### config.mk
export PLATFORM = sky130hd
export DESIGN_NAME = ctv_regs
export DESIGN_NICKNAME = d
export VERILOG_FILES = /design/src/rtl/ctv_pkg.sv /design/src/rtl/ctv_pin_sync.sv /design/src/rtl/ctv_regs.sv
export SDC_FILE = /design/constraint.sdc
export NUM_CORES = 1
export LEC_CHECK = 0
export BUFFER_PORTS_ARGS = -buffer_cell sky130_fd_sc_hd__buf_2
export CORE_MARGIN = 2
export CORE_UTILIZATION = 53
export DETAILED_ROUTE_END_ITERATION = 8
export GPL_ROUTABILITY_DRIVEN = 0
export PLACE_DENSITY = 0.76
export SLEW_MARGIN = 30
export SYNTH_ARGS = -nofsm -noshare
export SYNTH_HDL_FRONTEND = slang
export SYNTH_SLANG_ARGS = --single-unit
### constraint.sdc
create_clock -name CLOCK -period 1.1 [get_ports CLOCK]
set_input_delay 0.055 -clock CLOCK [delete_from_list [all_inputs] [get_ports CLOCK]]
set_output_delay 0.055 -clock CLOCK [all_outputs]
set_load 0.01 [all_outputs]
### src/rtl/ctv_pkg.sv
/*
  package of the termination/pre-charge and battery regulation registers:
  register addresses, field positions, reset values and clamp limits.
  assumes one clock domain and an 8-bit register access port.
*/
package ctv_pkg;

  // ****************************************************************
  // register map
  // ****************************************************************
  localparam logic [7:0] TERM_PRECHARGE_CTRL_ADDR = 8'h04;
  localparam logic [7:0] BATT_REG_VOLTAGE_CTRL_ADDR = 8'h05;
  localparam logic [7:0] TERM_PRECHARGE_CTRL_RESET = 8'h0E;
  localparam logic [7:0] BATT_REG_VOLTAGE_CTRL_RESET = 8'h78;

  // ****************************************************************
  // field positions
  // ****************************************************************
  localparam int TERM_RANGE_SEL_BIT = 7;
  localparam int TERM_CODE_MSB = 6;
  localparam int TERM_CODE_LSB = 2;
  localparam int TERM_ENABLE_BIT = 1;
  localparam int SPARE_BIT = 0;
  localparam int BATT_CODE_MSB = 7;
  localparam int BATT_CODE_LSB = 1;

  // ****************************************************************
  // clamp limits
  // ****************************************************************
  // low range: 500 uA + 9 x 500 uA = 5 mA
  localparam logic [4:0] TERM_CODE_LOW_MAX = 5'h09;
  // 3.6 V + 105 x 10 mV = 4.65 V
  localparam logic [6:0] BATT_CODE_MAX = 7'h69;

  // ****************************************************************
  // pin synchroniser depth
  // ****************************************************************
  localparam int SYNC_STAGES = 3;

endpackage

### src/rtl/ctv_pin_sync.sv
/*
  three-flop synchroniser for a group of pin inputs; a new level is taken
  once the second and third flops agree.
  assumes pins change slowly with respect to CLOCK.
*/
`timescale 1ns/1ps
module ctv_pin_sync #(
  parameter int WIDTH = 2
) (
  input wire logic CLOCK,
  input wire logic RSTN,
  input wire logic CLK_EN,
  input wire logic [WIDTH-1:0] PIN_IN,
  output logic [WIDTH-1:0] PIN_OUT
);

  // ****************************************************************
  // per-bit synchroniser
  // ****************************************************************
  genvar g;
  generate
    for (g = 0; g < WIDTH; g++) begin : g_bit
      logic s1_q;
      logic s2_q;
      logic s3_q;
      logic lvl_q;
      // first flop feeds only the second
      always_ff @(posedge CLOCK or negedge RSTN) begin
        if (!RSTN) begin
          s1_q <= 1'b0;
          s2_q <= 1'b0;
          s3_q <= 1'b0;
          lvl_q <= 1'b0;
        end else if (CLK_EN) begin
          s1_q <= PIN_IN[g];
          s2_q <= s1_q;
          s3_q <= s2_q;
          if (s2_q == s3_q) begin
            lvl_q <= s3_q;
          end
        end
      end
      assign PIN_OUT[g] = lvl_q;
    end
  endgenerate

endmodule

### src/rtl/ctv_regs.sv
/*
  termination/pre-charge and battery regulation voltage registers with
  write clamping and the termination qualifier.
  assumes the serial engine offers an 8-bit address/data port with
  one-cycle write and read strobes on CLOCK; loop status and resistor
  detect arrive asynchronously from the analog side.
*/
`timescale 1ns/1ps
module ctv_regs (
  input wire logic CLOCK,
  input wire logic RSTN,
  input wire logic CLK_EN,
  input wire logic [7:0] REG_ADDR,
  input wire logic [7:0] REG_WDATA,
  input wire logic REG_WR,
  input wire logic REG_RD,
  output logic [7:0] REG_RDATA,
  output logic REG_RVALID,
  input wire logic INPUT_VOLTAGE_LOOP,
  input wire logic COOL_REDUCE,
  input wire logic EXT_TERM_RES,
  output logic TERM_RANGE_SEL,
  output logic [4:0] TERM_CURRENT_CODE,
  output logic TERM_ACTIVE,
  output logic TERM_SRC_EXT,
  output logic [6:0] BATT_REG_CODE
);

  // ****************************************************************
  // decode and clamp
  // ****************************************************************
  logic [7:0] term_q;
  logic [7:0] term_d;
  logic [7:0] batt_q;
  logic [7:0] batt_d;
  logic [7:0] rdata_q;
  logic [7:0] rdata_d;
  logic rvalid_q;
  logic range_q;
  logic [4:0] tcode_q;
  logic tact_q;
  logic text_q;
  logic [6:0] bcode_q;
  logic [1:0] pins_sync;
  logic ivl_s;
  logic cool_s;
  logic wr_term;
  logic wr_batt;
  logic [4:0] wcode_t;
  logic [6:0] wcode_b;
  logic [4:0] clamp_t;
  logic [6:0] clamp_b;
  logic inhibit;

  // address match, used for both write and read select
  function automatic logic hit(input logic [7:0] a, input logic [7:0] r);
    hit = (a == r);
  endfunction

  assign wr_term = REG_WR && hit(REG_ADDR, ctv_pkg::TERM_PRECHARGE_CTRL_ADDR);
  assign wr_batt = REG_WR &&
    hit(REG_ADDR, ctv_pkg::BATT_REG_VOLTAGE_CTRL_ADDR);
  assign wcode_t = REG_WDATA[ctv_pkg::TERM_CODE_MSB:ctv_pkg::TERM_CODE_LSB];
  assign wcode_b = REG_WDATA[ctv_pkg::BATT_CODE_MSB:ctv_pkg::BATT_CODE_LSB];
  // clamp at write time so readback shows the setting actually in force
  assign clamp_t = (!REG_WDATA[ctv_pkg::TERM_RANGE_SEL_BIT] &&
    (wcode_t > ctv_pkg::TERM_CODE_LOW_MAX)) ?
    ctv_pkg::TERM_CODE_LOW_MAX : wcode_t;
  assign clamp_b = (wcode_b > ctv_pkg::BATT_CODE_MAX) ?
    ctv_pkg::BATT_CODE_MAX : wcode_b;
  // range, enable and spare bit stored as written; code stored clamped
  assign term_d = wr_term ? {REG_WDATA[ctv_pkg::TERM_RANGE_SEL_BIT], clamp_t,
    REG_WDATA[ctv_pkg::TERM_ENABLE_BIT], REG_WDATA[ctv_pkg::SPARE_BIT]} :
    term_q;
  assign batt_d = wr_batt ? {clamp_b, REG_WDATA[ctv_pkg::SPARE_BIT]} :
    batt_q;
  // unmapped addresses read as zero
  assign rdata_d =
    hit(REG_ADDR, ctv_pkg::TERM_PRECHARGE_CTRL_ADDR) ? term_q :
    hit(REG_ADDR, ctv_pkg::BATT_REG_VOLTAGE_CTRL_ADDR) ? batt_q : 8'h00;
  assign ivl_s = pins_sync[0];
  assign cool_s = pins_sync[1];
  assign inhibit = ivl_s || cool_s;

  // ****************************************************************
  // pin synchroniser
  // ****************************************************************
  ctv_pin_sync #(
    .WIDTH(2)
  ) u_sync (
    .CLOCK(CLOCK),
    .RSTN(RSTN),
    .CLK_EN(CLK_EN),
    .PIN_IN({COOL_REDUCE, INPUT_VOLTAGE_LOOP}),
    .PIN_OUT(pins_sync)
  );

  // resistor detect passes the same three-flop scheme
  logic [2:0] ext_sh_q;
  always_ff @(posedge CLOCK or negedge RSTN) begin
    if (!RSTN) begin
      ext_sh_q <= 3'h0;
    end else if (CLK_EN) begin
      ext_sh_q <= {ext_sh_q[1:0], EXT_TERM_RES};
    end
  end

  // ****************************************************************
  // storage
  // ****************************************************************
  // register file, reset to power-on values
  always_ff @(posedge CLOCK or negedge RSTN) begin
    if (!RSTN) begin
      term_q <= ctv_pkg::TERM_PRECHARGE_CTRL_RESET;
      batt_q <= ctv_pkg::BATT_REG_VOLTAGE_CTRL_RESET;
    end else if (CLK_EN) begin
      term_q <= term_d;
      batt_q <= batt_d;
    end
  end

  // read port, data one cycle after the strobe
  always_ff @(posedge CLOCK or negedge RSTN) begin
    if (!RSTN) begin
      rdata_q <= 8'h00;
      rvalid_q <= 1'b0;
    end else if (CLK_EN) begin
      rvalid_q <= REG_RD;
      if (REG_RD) begin
        rdata_q <= rdata_d;
      end
    end
  end

  // effective settings to the analog loops, one cycle behind storage
  always_ff @(posedge CLOCK or negedge RSTN) begin
    if (!RSTN) begin
      range_q <= 1'b0;
      tcode_q <= 5'h00;
      tact_q <= 1'b0;
      text_q <= 1'b0;
      bcode_q <= 7'h00;
    end else if (CLK_EN) begin
      range_q <= term_q[ctv_pkg::TERM_RANGE_SEL_BIT];
      tcode_q <= term_q[ctv_pkg::TERM_CODE_MSB:ctv_pkg::TERM_CODE_LSB];
      tact_q <= term_q[ctv_pkg::TERM_ENABLE_BIT] && !inhibit;
      if (ext_sh_q[1] == ext_sh_q[2]) begin
        text_q <= ext_sh_q[2];
      end
      bcode_q <= batt_q[ctv_pkg::BATT_CODE_MSB:ctv_pkg::BATT_CODE_LSB];
    end
  end

  assign REG_RDATA = rdata_q;
  assign REG_RVALID = rvalid_q;
  assign TERM_RANGE_SEL = range_q;
  assign TERM_CURRENT_CODE = tcode_q;
  assign TERM_ACTIVE = tact_q;
  assign TERM_SRC_EXT = text_q;
  assign BATT_REG_CODE = bcode_q;
endmodule

Word-level counts from Yosys, hierarchy flattened
Cells that the tools add are included.
{"block": "word_totals", "regBits": 51, "latch_bits": 0, "ramBits": 0, "rom_bits": 0, "in_bits": 24, "out_inout_bits": 24, "elab_cells": 42, "n_memories": 0}
{"block": "op_classes", "add_sub_neg": 0, "mul": 0, "div_mod_pow": 0, "order_cmp": 2, "eq_ne": 5, "shifts": 0, "muxes": 4, "bitwise": 0, "reduce_logical": 13}
{"op": "== test 8 x 3 -> 1 bit (second input constant)", "count": 2}
{"op": "two-way mux 8 bit", "count": 2}
{"op": "AND reduction 2 bit", "count": 6}
{"op": "greater-than comparator 7 bit (second input constant)", "count": 1}
{"op": "two-way mux 7 bit", "count": 1}
{"op": "greater-than comparator 5 x 4 -> 1 bit (second input constant)", "count": 1}
{"op": "two-way mux 5 bit", "count": 1}
{"op": "logical AND 1 bit", "count": 4}
{"op": "== test 1 bit", "count": 3}
{"op": "logical NOT 1 bit", "count": 2}
{"op": "logical OR 1 bit", "count": 1}

Longest topological paths before layout
Gate-level depths: netlist of the first run.
{"block": "logic_depth", "depth_word": 3, "depth_mapped": 4, "depth_no_buf": 3}

Hierarchy
From an unflattened synthesis of the first run, not the netlist that was laid out.
{"block": "unflattened", "hier_cells": 163, "hier_area_um2": 2168.3}
{"module": "ctv_regs", "instances": 1, "cells_each": 140, "area_each_um2": 1829.3, "seq_area_each_um2": 1084.8}
{"module": "ctv_pin_sync", "instances": 1, "cells_each": 23, "area_each_um2": 339.1, "seq_area_each_um2": 200.2}

Least setup slack after synthesis of the first run
Ideal clock, no wire load.
{"block": "synth_path", "path_type": "input to register", "startpoint": "in REG_ADDR[5]", "endpoint": "reg term_q[0]", "setup_time_ns": 0.125, "t_arrival_ns": 0.989, "required_ns": 0.975, "path_slack_ns": -0.014, "path_stages": 3, "n_path_buf": 0, "path_cell_list": "nor4_4 -> nand4b_2 -> mux2_2"}
{"block": "synth_via", "elab_chain_cells": 3}
{"element": "start, declared", "line_no": "ctv_regs.sv:13", "rtl": "input wire logic [7:0] REG_ADDR,"}
{"element": "== test 8 x 3 -> 1 bit", "line_no": "ctv_regs.sv:57", "rtl": "hit = (a == r);"}
{"element": "logical AND 1 bit", "line_no": "ctv_regs.sv:60", "rtl": "assign wr_term = REG_WR && hit(REG_ADDR, ctv_pkg::TERM_PRECHARGE_CTRL_ADDR);"}
{"element": "AND reduction 2 bit (no source line)"}
{"element": "end signal, assigned", "line_no": "ctv_regs.sv:114", "rtl": "term_q <= ctv_pkg::TERM_PRECHARGE_CTRL_RESET;"}
{"element": "end signal, assigned", "line_no": "ctv_regs.sv:117", "rtl": "term_q <= term_d;"}
{"element": "end, declared", "line_no": "ctv_regs.sv:32", "rtl": "logic [7:0] term_q;"}
Every way passes these cells.
A chain may end at the register's enable or synchronous reset.

Worst setup path after layout of the first run
{"block": "layout_path", "startpoint": "in REG_WDATA[3]", "endpoint": "reg batt_q[1]"}
{"block": "layout_via", "elab_chain_cells": 2}
{"element": "start, declared", "line_no": "ctv_regs.sv:14", "rtl": "input wire logic [7:0] REG_WDATA,"}
{"element": "greater-than comparator 7 bit", "line_no": "ctv_regs.sv:69", "rtl": "assign clamp_b = (wcode_b > ctv_pkg::BATT_CODE_MAX) ?"}
{"element": "two-way mux 7 bit", "line_no": "ctv_regs.sv:69"}
{"element": "end signal, assigned", "line_no": "ctv_regs.sv:115", "rtl": "batt_q <= ctv_pkg::BATT_REG_VOLTAGE_CTRL_RESET;"}
{"element": "end signal, assigned", "line_no": "ctv_regs.sv:118", "rtl": "batt_q <= batt_d;"}
{"element": "end, declared", "line_no": "ctv_regs.sv:34", "rtl": "logic [7:0] batt_q;"}
Every way passes these cells.

==> results of run 1 <==
power breakdown:
group / switching, mW / total (mW) / internal (mW)
Sequential: 0.0805 / 2.08 / 2.00
Combinational: 0.206 / 0.420 / 0.214
Clock: 0.586 / 1.03 / 0.445
Total: 0.873 / 3.53 / 2.66
layer usage:
layer / up-vias / GRT usage [%] / wire length [um]
met3: 7 / 4.50 / 191
met2: 34 / 34.3 / 2120
li1: 688 / - / -
met5: - / 0 / 0
met4: 0 / 7.40 / 49
met1: 719 / 26.7 / 1830
logic make-up after synthesis:
logic type	Yosys count
DFF	51
muxes	46
and+or+nand+nor	31
AOI/OAI and AO/OA	22
buffers and inverters	13
how the worst min path moves through the flow:
stage	start	end	slack, ps	cells past startpoint
6_report	REG_WDATA[0]	batt_q[0]	8	2
5_1_grt	REG_WDATA[0]	batt_q[0]	10	2
4_1_cts	REG_WDATA[0]	batt_q[0]	2	2
3_5_place_dp	RSTN	BATT_REG_CODE[1]	60	2
3_3_place_gp	RSTN	BATT_REG_CODE[1]	50	2
2_1_floorplan	RSTN	BATT_REG_CODE[0]	-240	0
state kept, by name (all words and copies together) (netlist names):
signal	count
u_sync.g_bit.s3_q	2
ext_sh_q	3
batt_q	8
term_q	8
u_sync.g_bit.s2_q	2
TERM_CURRENT_CODE	5
TERM_ACTIVE	1
REG_RDATA	8
u_sync.g_bit.lvl_q	2
TERM_SRC_EXT	1
BATT_REG_CODE	7
u_sync.g_bit.s1_q	2
REG_RVALID	1
TERM_RANGE_SEL	1
timing repair:
action | 4_1_cts | 5_1_grt
hold buffers | 4 | 1
hold endpoints to repair | 55 | 1
setup endpoints to repair | 0 | 0
synthesized netlist by cell type:
cell,n,area [um^2]
mux2_2,32,360
nand4b_2,1,15.0
nand2_1,13,48.8
dfrtp_1,44,1100
o211ai_1,1,7.51
nor2_1,4,15.0
o21bai_1,3,22.5
nor3b_2,1,12.5
a21oi_1,8,40.0
and2_1,2,12.5
dfstp_2,7,184
clkbuf_1,1,3.75
nand3_1,1,5.00
nand4_2,1,12.5
nor4_4,1,21.3
nand2b_1,3,18.8
buf_2,3,15.0
nor3_1,2,10.0
mux2i_1,14,140
o21ai_0,10,50.1
nand4_1,1,6.26
nor2b_1,1,6.26
inv_1,9,33.8
through the flow:
stage          setup slack (ps)  area [um^2]  std cells  setup TNS, ps  util [%]
3_3_place_gp               -177         2510        264          -2340      63.6
2_1_floorplan             -14.0         2140        163          -64.9         -
4_1_cts                    83.3         2630        276              0      66.7
6_report                   64.4         2640        277              0      67.0
3_5_place_dp               -214         2510        264          -2900      63.6
5_1_grt                    13.4         2640        277              0      67.0
layout make-up:
class	count	area [um^2]
clock buffer	6	72.6
multi-input combinational	99	805
sequential	51	1280
clock inverter	2	12.5
timing repair buffer	60	370
tap	50	62.6
inverter	9	33.8
fill	293	1300
==> impl_metrics.tcl, run 1 <==
set metrics [dict create \
    core_area_um2 3940 \
    std_cell_rows 23 \
    reg2reg_slack_ps 230 \
    slew_headroom_pct 78.9 \
    synth-seq-cells 51 \
    critPathBufInv 2 \
    dp_hpwl_um 3110 \
    grt_pass1_wl_um 6960 \
    critPathMaxStageDelay_ps 530 \
    antenna_found_initial 0 \
    syn_nets 187 \
    synthAdderAreaFrac_pct 0 \
    cts_tree "built" \
    cts_setup_buffers 0 \
    synth.area.mux_share_pct 23.4 \
    first_pass_iters 4 \
    cts_buffer_depth 2 \
    final_antenna_net_count 0 \
    synth.avg_cell_area_um2 13.1 \
    synthCells 163 \
    area_growth_pct 23.3 \
    clkTransAtPathRegs_ps 90 \
    startpoint "REG_WDATA[3]" \
    skew_ps 8.04 \
    clk_latency_ps 300 \
    wl_per_cell_um 15.1 \
    yosysSeqAreaShare_pct 60.0 \
    setup_violations 0 \
    leakage_nw 1.36 \
    synthSimpleGateAreaFrac_pct 8.59 \
    die_w_um 67.6 \
    cp_max_fo 4 \
    crit_end "batt_q[1]" \
    layout_common_cells "47 x buf_2, 44 x dfrtp_1, 32 x mux2_2, 14 x mux2i_1, 13 x nand2_1" \
    r2r_start "u_sync.g_bit[1].s2_q" \
    p_per_area_nw_per_um2 1340 \
    grt_pass1_vias 1501 \
    track_usage_pct 20.7 \
    hold_class "input pin to flip-flop" \
    io_pins 48 \
    fin_nets 250 \
    fin_hold_ws_ps 8.32 \
    report.final.slew_viol_count 0 \
    required_ps 1280 \
    die_area_um2 4570 \
    worstMarginPinSlew_ps 316 \
    routed_wl_um 4200 \
    period_share_pct 94.1 \
    start_util_pct 54.3 \
    cts_resized 0 \
    synth_xor_area_share_pct 0 \
    grt_setup_unrepaired "no" \
    reg2reg_depth 3 \
    root_buffer "clkbuf_8" \
    max_cap_viol_count 0 \
    worstSetupStartpointType "input pin" \
    synth-compound-area-share_pct 5.61 \
    hold_viol 0 \
    crit_path_end_kind "flip-flop" \
    fmax_mhz 966 \
    mostFrequentLayoutCell "buf_2" \
    n_antenna_cell 0 \
    r2r_end "u_sync.g_bit[1].lvl_q" \
    worst-path-stages 5 \
    yosys_warnings 0 \
    gr-total-overflow 0 \
    synth.distinct_cells 23 \
    syn_area_um2 2140 \
    cp_data_arrival_time_ps 1220 \
    synth_top_family_by_area "multiplexers" \
    fin_crit_ps 1040 \
    port_buffers 47 \
    vias 1448 \
    critPathTopFamily "buffers and inverters" \
    cpMaxStageDelayCell "dlygate4sd3_1" \
    die_y_um 67.6 \
    vdd_drop_max_mv 0.603 \
    drive_above_1_share_pct 46.3 \
    path_class "input pin to flip-flop" \
    cts_made_buffers 5 \
    htreeDepth 2 \
    cp_cell_sequence "dlygate4sd3_1, buf_2, nor3_1, o21bai_1, mux2_2" \
    p_total_mw 3.53 \
    status "complete, no violations" \
    drt-initial-drc-count 41 \
    numClockSinks 51 \
    grt_max_degree 52 \
    remaining_drc_errors 0 \
    viasPerCell 5.23 \
]
No activity file was read; power rests on OpenSTA's default activity.
==> run 2, diff against run 1 <==
--- a/config.mk
+++ b/config.mk
@@ -5,13 +5,15 @@
 export SDC_FILE = /design/constraint.sdc
 export NUM_CORES = 1
 export LEC_CHECK = 0
+export ABC_AREA = 1
 export BUFFER_PORTS_ARGS = -buffer_cell sky130_fd_sc_hd__buf_2
 export CORE_MARGIN = 2
-export CORE_UTILIZATION = 53
+export CORE_UTILIZATION = 54
 export DETAILED_ROUTE_END_ITERATION = 8
 export GPL_ROUTABILITY_DRIVEN = 0
-export PLACE_DENSITY = 0.76
+export PLACE_DENSITY = 0.77
 export SLEW_MARGIN = 30
 export SYNTH_ARGS = -nofsm -noshare
 export SYNTH_HDL_FRONTEND = slang
 export SYNTH_SLANG_ARGS = --single-unit
+export TNS_END_PERCENT = 100
==> run 2 against run 1 <==
Against the previous run: sequential power fell by 2%; setup slack improved by 12 ps; via count rose by 33%; die area rose by 6.3%; count of clock-buffer cells in the layout rose by 1; worst hold slack barely moved; total power rose by 0.21%; synthesized cell count rose by 66%; first-iteration DRC count rose to 3.0 times the previous value; clock skew fell by 3.7 ps.
==> impl_metrics.tcl, run 2 <==
set metrics [dict create \
    track_usage_pct 21.9 \
    worstMarginPinSlew_ps 273 \
    clkTransAtPathRegs_ps 90 \
    cp_data_arrival_time_ps 1220 \
    yosys_warnings 0 \
    syn_area_um2 2330 \
    switchingPower_uw 900 \
    gr-total-overflow 0 \
    min_path_cells 3 \
    grt_setup_unrepaired "no" \
    switching_share_pct 25.4 \
    synth.avg_cell_area_um2 8.62 \
    antenna_found_initial 0 \
    r2r_start "batt_q[6]" \
    yosysTopAreaCell "dfrtp_1" \
    synthFlopType "dfrtp_1" \
    p_per_area_nw_per_um2 1270 \
    hold_viol 0 \
    period_share_pct 93.0 \
    drt-initial-drc-count 125 \
    cts_made_buffers 5 \
    critPathMaxStageDelay_ps 530 \
    cts_tree "built" \
    fin_nets 352 \
    slew_headroom_pct 81.8 \
    dp_hpwl_um 3410 \
    grt_max_degree 52 \
    power_frac_seq_pct 57.3 \
    final_antenna_net_count 0 \
    viasPerCell 5.07 \
    instances_no_fill 379 \
    synth-seq-cells 51 \
    wl_per_cell_um 12.6 \
    synth_common_cells "124 x nand2_1, 44 x dfrtp_1, 24 x inv_1" \
    hold_class "input pin to flip-flop" \
    die_y_um 69.7 \
    layout_common_cells "122 x nand2_1, 47 x buf_2, 44 x dfrtp_1, 24 x inv_1, 19 x nand3_1" \
    cp_max_fo 3 \
    required_ps 1290 \
    root_buffer "clkbuf_8" \
    leakage_nw 1.64 \
    grt_pass1_wl_um 8470 \
    synth.top_cell.area_share_pct 47.3 \
    r2r_end "REG_RDATA[6]" \
    crit_path_end_kind "flip-flop" \
    status "complete, no violations" \
    clk_latency_ps 300 \
    synth_edf_count 0 \
    mostFrequentLayoutCell "nand2_1" \
    die_area_um2 4850 \
    numClockSinks 51 \
    holdPathEnd "batt_q[5]" \
    std_cell_rows 23 \
    drive_above_1_share_pct 26.7 \
    yosysSeqAreaShare_pct 55.2 \
    skew_ps 4.37 \
    reg2reg_depth 4 \
    vias 1923 \
    htreeDepth 2 \
    worstSetupStartpointType "input pin" \
    synthCells 270 \
    die_w_um 69.7 \
    synth.most_common_cell "nand2_1" \
    routed_wl_um 4790 \
    core_area_um2 4090 \
    cpMaxStageDelayCell "dlygate4sd3_1" \
    vdd_drop_max_mv 0.710 \
    setup_violations 0 \
    fillers 333 \
    report.final.slew_viol_count 0 \
    power_frac_clock_pct 31.5 \
    final_area_um2 2790 \
    synthArstFlopShare_pct 100 \
    fmax_mhz 977 \
    dp.cells 365 \
    path_class "input pin to flip-flop" \
    area_growth_pct 20.0 \
    first_pass_iters 4 \
    hp-start "REG_WDATA[5]" \
    p_int_mw 2.64 \
    syn_nets 294 \
    start_util_pct 57.0 \
    synth.distinct_cells 23 \
    setup_tns_ps 0 \
    placed_area_um2 2630 \
    max_cap_viol_count 0 \
    cts_buffer_depth 2 \
    remaining_drc_errors 0 \
    cts_setup_buffers 0 \
    io_pins 48 \
    reg2reg_slack_ps 170 \
    cp_cell_sequence "dlygate4sd3_1, buf_2, nand2_2, inv_1, nand2_2, nand2_1, nor2_1, nor2_1" \
    n_antenna_cell 0 \
    ys_top_cells_by_area "dfrtp_1 47%, nand2_1 20%, dfstp_2 7.9%, nand3_1 4.1%, inv_1 3.9%" \
    port_buffers 47 \
    fin_crit_ps 1020 \
    grt_pass1_vias 1861 \
    comb_power_share_pct 11.2 \
]
[run 2: cell types whose count changed after synthesis, sizes merged, moves of 2 or more]
| cell | delta |
|---|---|
| nand3 | +20 |
| o21bai | -3 |
| nor2 | +4 |
| nand2b | -3 |
| mux2i | -14 |
| mux2 | -32 |
| nand4 | -2 |
| nand2 | +114 |
| a21oi | -6 |
| inv | +17 |
| buf | +3 |
| and2 | -2 |
| o21ai | +14 |
[run 2: how the worst max path moves through the flow]
stage	from	end	slack, ps	cells after the start
final	REG_WDATA[6]	batt_q[1]	80	8
after detailed placement	REG_ADDR[1]	batt_q[1]	40	7
after global placement	REG_ADDR[3]	term_q[7]	90	7
after CTS	REG_WDATA[6]	batt_q[1]	30	8
after global routing	REG_WDATA[6]	batt_q[1]	10	8
after floorplan	REG_ADDR[3]	batt_q[7]	220	7
[run 2: layout make-up]
| type | instances | area (um^2) | share of cell area [%] |
|---|---|---|---|
| Tap cell | 50 | 62.6 | 2.24 |
| Multi-Input combinational cell | 185 | 888 | 31.8 |
| Inverter | 26 | 97.6 | 3.49 |
| Clock inverter | 1 | 8.76 | 0.313 |
| Sequential cell | 51 | 1280 | 46.0 |
| Timing Repair Buffer | 59 | 365 | 13.1 |
| Clock buffer | 7 | 86.3 | 3.09 |
[run 2: kinds of logic (layout without fill, tap and decap cells)]
family / count (synthesis) / in the layout / synth area share, %
AOI/OAI and AO/OA: 28 / 28 / 7.74
buffers and inverters: 34 / 93 / 6.88
DFF: 51 / 51 / 55.2
and+or+nand+nor: 157 / 157 / 30.2
[run 2: power groups by stage]
| stage | Combinational, mW | Clock, mW | Sequential [mW] |
|---|---|---|---|
| 2_1_floorplan | 0.199 | 0 | 2.06 |
| 3_3_place_gp | 0.371 | 0 | 2.06 |
| 3_5_place_dp | 0.382 | 0 | 2.06 |
| 4_1_cts | 0.401 | 1.15 | 2.03 |
| 5_1_grt | 0.458 | 1.22 | 2.04 |
| 6_report | 0.398 | 1.11 | 2.03 |
[run 2: critical path, delay by kind of cell]
kind                   cells  cell delay [ps]
AND/OR/NAND/NOR            5              420
buffers and inverters      3              740
[run 2: repair_timing]
| action | in CTS | in global routing |
|---|---|---|
| hold buffers | 6 | 0 |
| endpoints found under the setup margin | 0 | 1 |
| endpoints found under the hold margin | 56 | 0 |
| resized for setup | 0 | 2 |
[run 2: metal layers]
layer	part of all wire (%)	vias to the layer above	GRT usage [%]
met3	6.9	8	4.94
met1	45	880	30.8
li1	-	957	-
met5	0	-	0
met4	1.6	0	7.26
met2	46	78	33.9
[run 2: stage by stage]
step                      setup WS [ps]  power, mW  hold slack (ps)  utilization (%)
after floorplan                     219       2.26             -241                -
after global placement             93.6       2.43             66.7             64.5
after detailed placement           36.7       2.44             62.9             64.5
after CTS                          32.4       3.58             5.79             68.2
after global routing               14.1       3.71             6.28             68.4
final                              76.5       3.54             8.75             68.4
==> run 3, diff against run 2 <==
--- a/config.mk
+++ b/config.mk
@@ -8,12 +8,13 @@
 export ABC_AREA = 1
 export BUFFER_PORTS_ARGS = -buffer_cell sky130_fd_sc_hd__buf_2
 export CORE_MARGIN = 2
-export CORE_UTILIZATION = 54
+export CORE_UTILIZATION = 40
 export DETAILED_ROUTE_END_ITERATION = 8
 export GPL_ROUTABILITY_DRIVEN = 0
-export PLACE_DENSITY = 0.77
+export PLACE_DENSITY = 0.59
 export SLEW_MARGIN = 30
 export SYNTH_ARGS = -nofsm -noshare
 export SYNTH_HDL_FRONTEND = slang
+export SYNTH_HIERARCHICAL = 1
 export SYNTH_SLANG_ARGS = --single-unit
 export TNS_END_PERCENT = 100
==> run 3 against run 2 <==
Against the previous run: clock power about the same; fmax decreased by 1.1%; register-to-register slack improved by 40 ps; worst hold slack improved by 4.0 ps; count of clock-buffer cells in the layout unchanged; first-iteration DRC count decreased by 8.8%; clock skew about the same; global-route usage decreased by 5.2 points; sequential share of layout area decreased by 2.0 points.
==> impl_metrics.tcl, run 3 <==
set metrics [dict create \
    grt_max_degree 26 \
    hold_class "input pin to flip-flop" \
    placed_area_um2 2760 \
    synth_common_cells "130 x nand2_1, 44 x dfrtp_1, 28 x inv_1" \
    die_w_um 81.8 \
    die_area_um2 6690 \
    required_ps 1300 \
    slew_headroom_pct 72.3 \
    report.final.slew_viol_count 0 \
    final_area_um2 2920 \
    setup_violations 0 \
    antenna_found_initial 0 \
    synthCells 282 \
    mostFrequentLayoutCell "nand2_1" \
    synth_edf_count 0 \
    synthAdderAreaFrac_pct 0 \
    n_antenna_cell 0 \
    status "complete, no violations" \
    synth-compound-area-share_pct 7.64 \
    io_pins 48 \
    fillers 579 \
    area_growth_pct 20.6 \
    yosysTopAreaCell "dfrtp_1" \
    synth.distinct_cells 25 \
    clk_latency_ps 300 \
    dp_hpwl_um 3840 \
    synth-seq-cells 51 \
    vdd_drop_max_mv 0.504 \
    routed_wl_um 5050 \
    synth.avg_cell_area_um2 8.59 \
    htreeDepth 2 \
    port_buffers 47 \
    cts_buffer_depth 2 \
    first_pass_iters 4 \
    met1_usage_pct 21.8 \
    skew_ps 4.60 \
    grt_pass1_vias 1821 \
    max_cap_viol_count 0 \
    gr-total-overflow 0 \
    grt_busiest_layer "met2" \
    synth.most_common_cell "nand2_1" \
    yosysSeqAreaShare_pct 53.0 \
    syn_area_um2 2420 \
    fin_nets 365 \
    final_antenna_net_count 0 \
    hold_viol 0 \
    cts_setup_buffers 0 \
    globalRouteMet2Util_pct 26.6 \
    clkTransAtPathRegs_ps 90 \
    grtUsageMet3_pct 4.07 \
    synthArstFlopShare_pct 100 \
    vias 1917 \
    cp_max_fo 4 \
    drt-initial-drc-count 114 \
    wl_per_cell_um 12.1 \
    root_buffer "clkbuf_8" \
    cp_data_arrival_time_ps 1240 \
    fmax_mhz 966 \
    drive_above_1_share_pct 28.4 \
    numClockSinks 51 \
    ys_top_cells_by_area "dfrtp_1 45%, nand2_1 20%, dfstp_2 7.6%, inv_1 4.3%, o21ai_2 4.0%" \
    viasPerCell 4.60 \
    synthSimpleGateAreaFrac_pct 30.5 \
    cts_resized 0 \
    syn_nets 306 \
    ctsHoldBuffers 7 \
    track_usage_pct 16.7 \
    fin_crit_ps 1040 \
    p_per_area_nw_per_um2 1240 \
    yosys_warnings 6 \
    setup_tns_ps 0 \
    grt_pass1_wl_um 8400 \
    leakage_nw 1.70 \
    cts_made_buffers 5 \
    synth_xor_area_share_pct 0 \
    layout_common_cells "130 x nand2_1, 47 x buf_2, 44 x dfrtp_1, 28 x inv_1, 18 x nand3_1" \
    worstSetupStartpointType "input pin" \
    synthFlopType "dfrtp_1" \
    crit_path_end_kind "flip-flop" \
    period_share_pct 94.1 \
    path_class "input pin to flip-flop" \
    grt_setup_unrepaired "no" \
    synth.top_cell.area_share_pct 45.5 \
    synth.area.mux_share_pct 0 \
    synth_top_family_by_area "simple AND/OR/NAND/NOR gates" \
    cts_tree "built" \
    remaining_drc_errors 0 \
    die_y_um 81.8 \
    core_area_um2 5890 \
    std_cell_rows 28 \
    worstMarginPinSlew_ps 415 \
    start_util_pct 41.2 \
]
==> run 3: cell count changes in the layout (fill, tap and decap cells not counted), sizes merged <==
cell / change
buf: +3
nand2: +8
dlygate4sd3: +1
nand3: -1
a21oi: +2
o21ai: -4
inv: +4
==> run 3: cell families after synthesis <==
kind of cell	count (synthesis)
flip-flops	51
AO/OA/AOI/OAI	26
buffers and inverters	41
AND/OR/NAND/NOR	164
==> run 3: power breakdown <==
part           total [mW]  internal (mW)  switching, mW
Sequential           2.04           1.98         0.0628
Combinational       0.453          0.182          0.271
Clock                1.14          0.517          0.620
Total                3.63           2.68          0.955
==> run 3: worst paths after layout <==
| path | startpoint | end | slack [ps] | cells past startpoint |
|---|---|---|---|---|
| worst max register to register | term_q[1] | REG_RDATA[1] | 210 | 4 |
| min in group asynchronous | RSTN | TERM_SRC_EXT | 200 | 2 |
| worst max-delay path | REG_WDATA[3] | batt_q[1] | 60 | 8 |
| max in group asynchronous | RSTN | batt_q[6] | 400 | 3 |
| worst min-delay path | REG_WDATA[5] | batt_q[5] | 10 | 3 |
| worst min register to register | TERM_CURRENT_CODE[2] | TERM_CURRENT_CODE[2] | 470 | 2 |
==> run 3: routing by layer <==
metal  routed length (um)  vias up
met2                 2400       46
li1                     -      987
met1                 2290      874
met4                  119        0
met5                    0        -
met3                  240       10
==> run 3: per-stage QoR <==
step,power [mW],cells,util [%],hold slack [ps],worst slack (ps)
detailed placement,2.52,402,46.8,7.33,44.6
global route,3.81,417,49.6,13.9,0.263
finish,3.63,417,49.6,12.8,65.0
floorplan,2.35,282,-,-241,238
CTS,3.67,417,49.6,4.79,59.9
global placement,2.50,402,46.8,6.84,102
==> run 3: area by class of cell <==
cell class | count | area [um^2] | area share [%]
clock buffer | 7 | 86.3 | 2.96
multi-input combinational | 190 | 923 | 31.6
timing repair buffer | 63 | 410 | 14.1
inverter | 30 | 113 | 3.86
clock inverter | 1 | 8.76 | 0.300
tap | 75 | 93.8 | 3.21
sequential | 51 | 1280 | 44.0
==> run 3: worst max-delay path: stages <==
cell and delay (ps):
dlygate4sd3_1 530, buf_2 150, o21ai_0 140, nand2_1 60, nand2_1 110, nand2_1 70, nor2_2 70, nor2_1 40
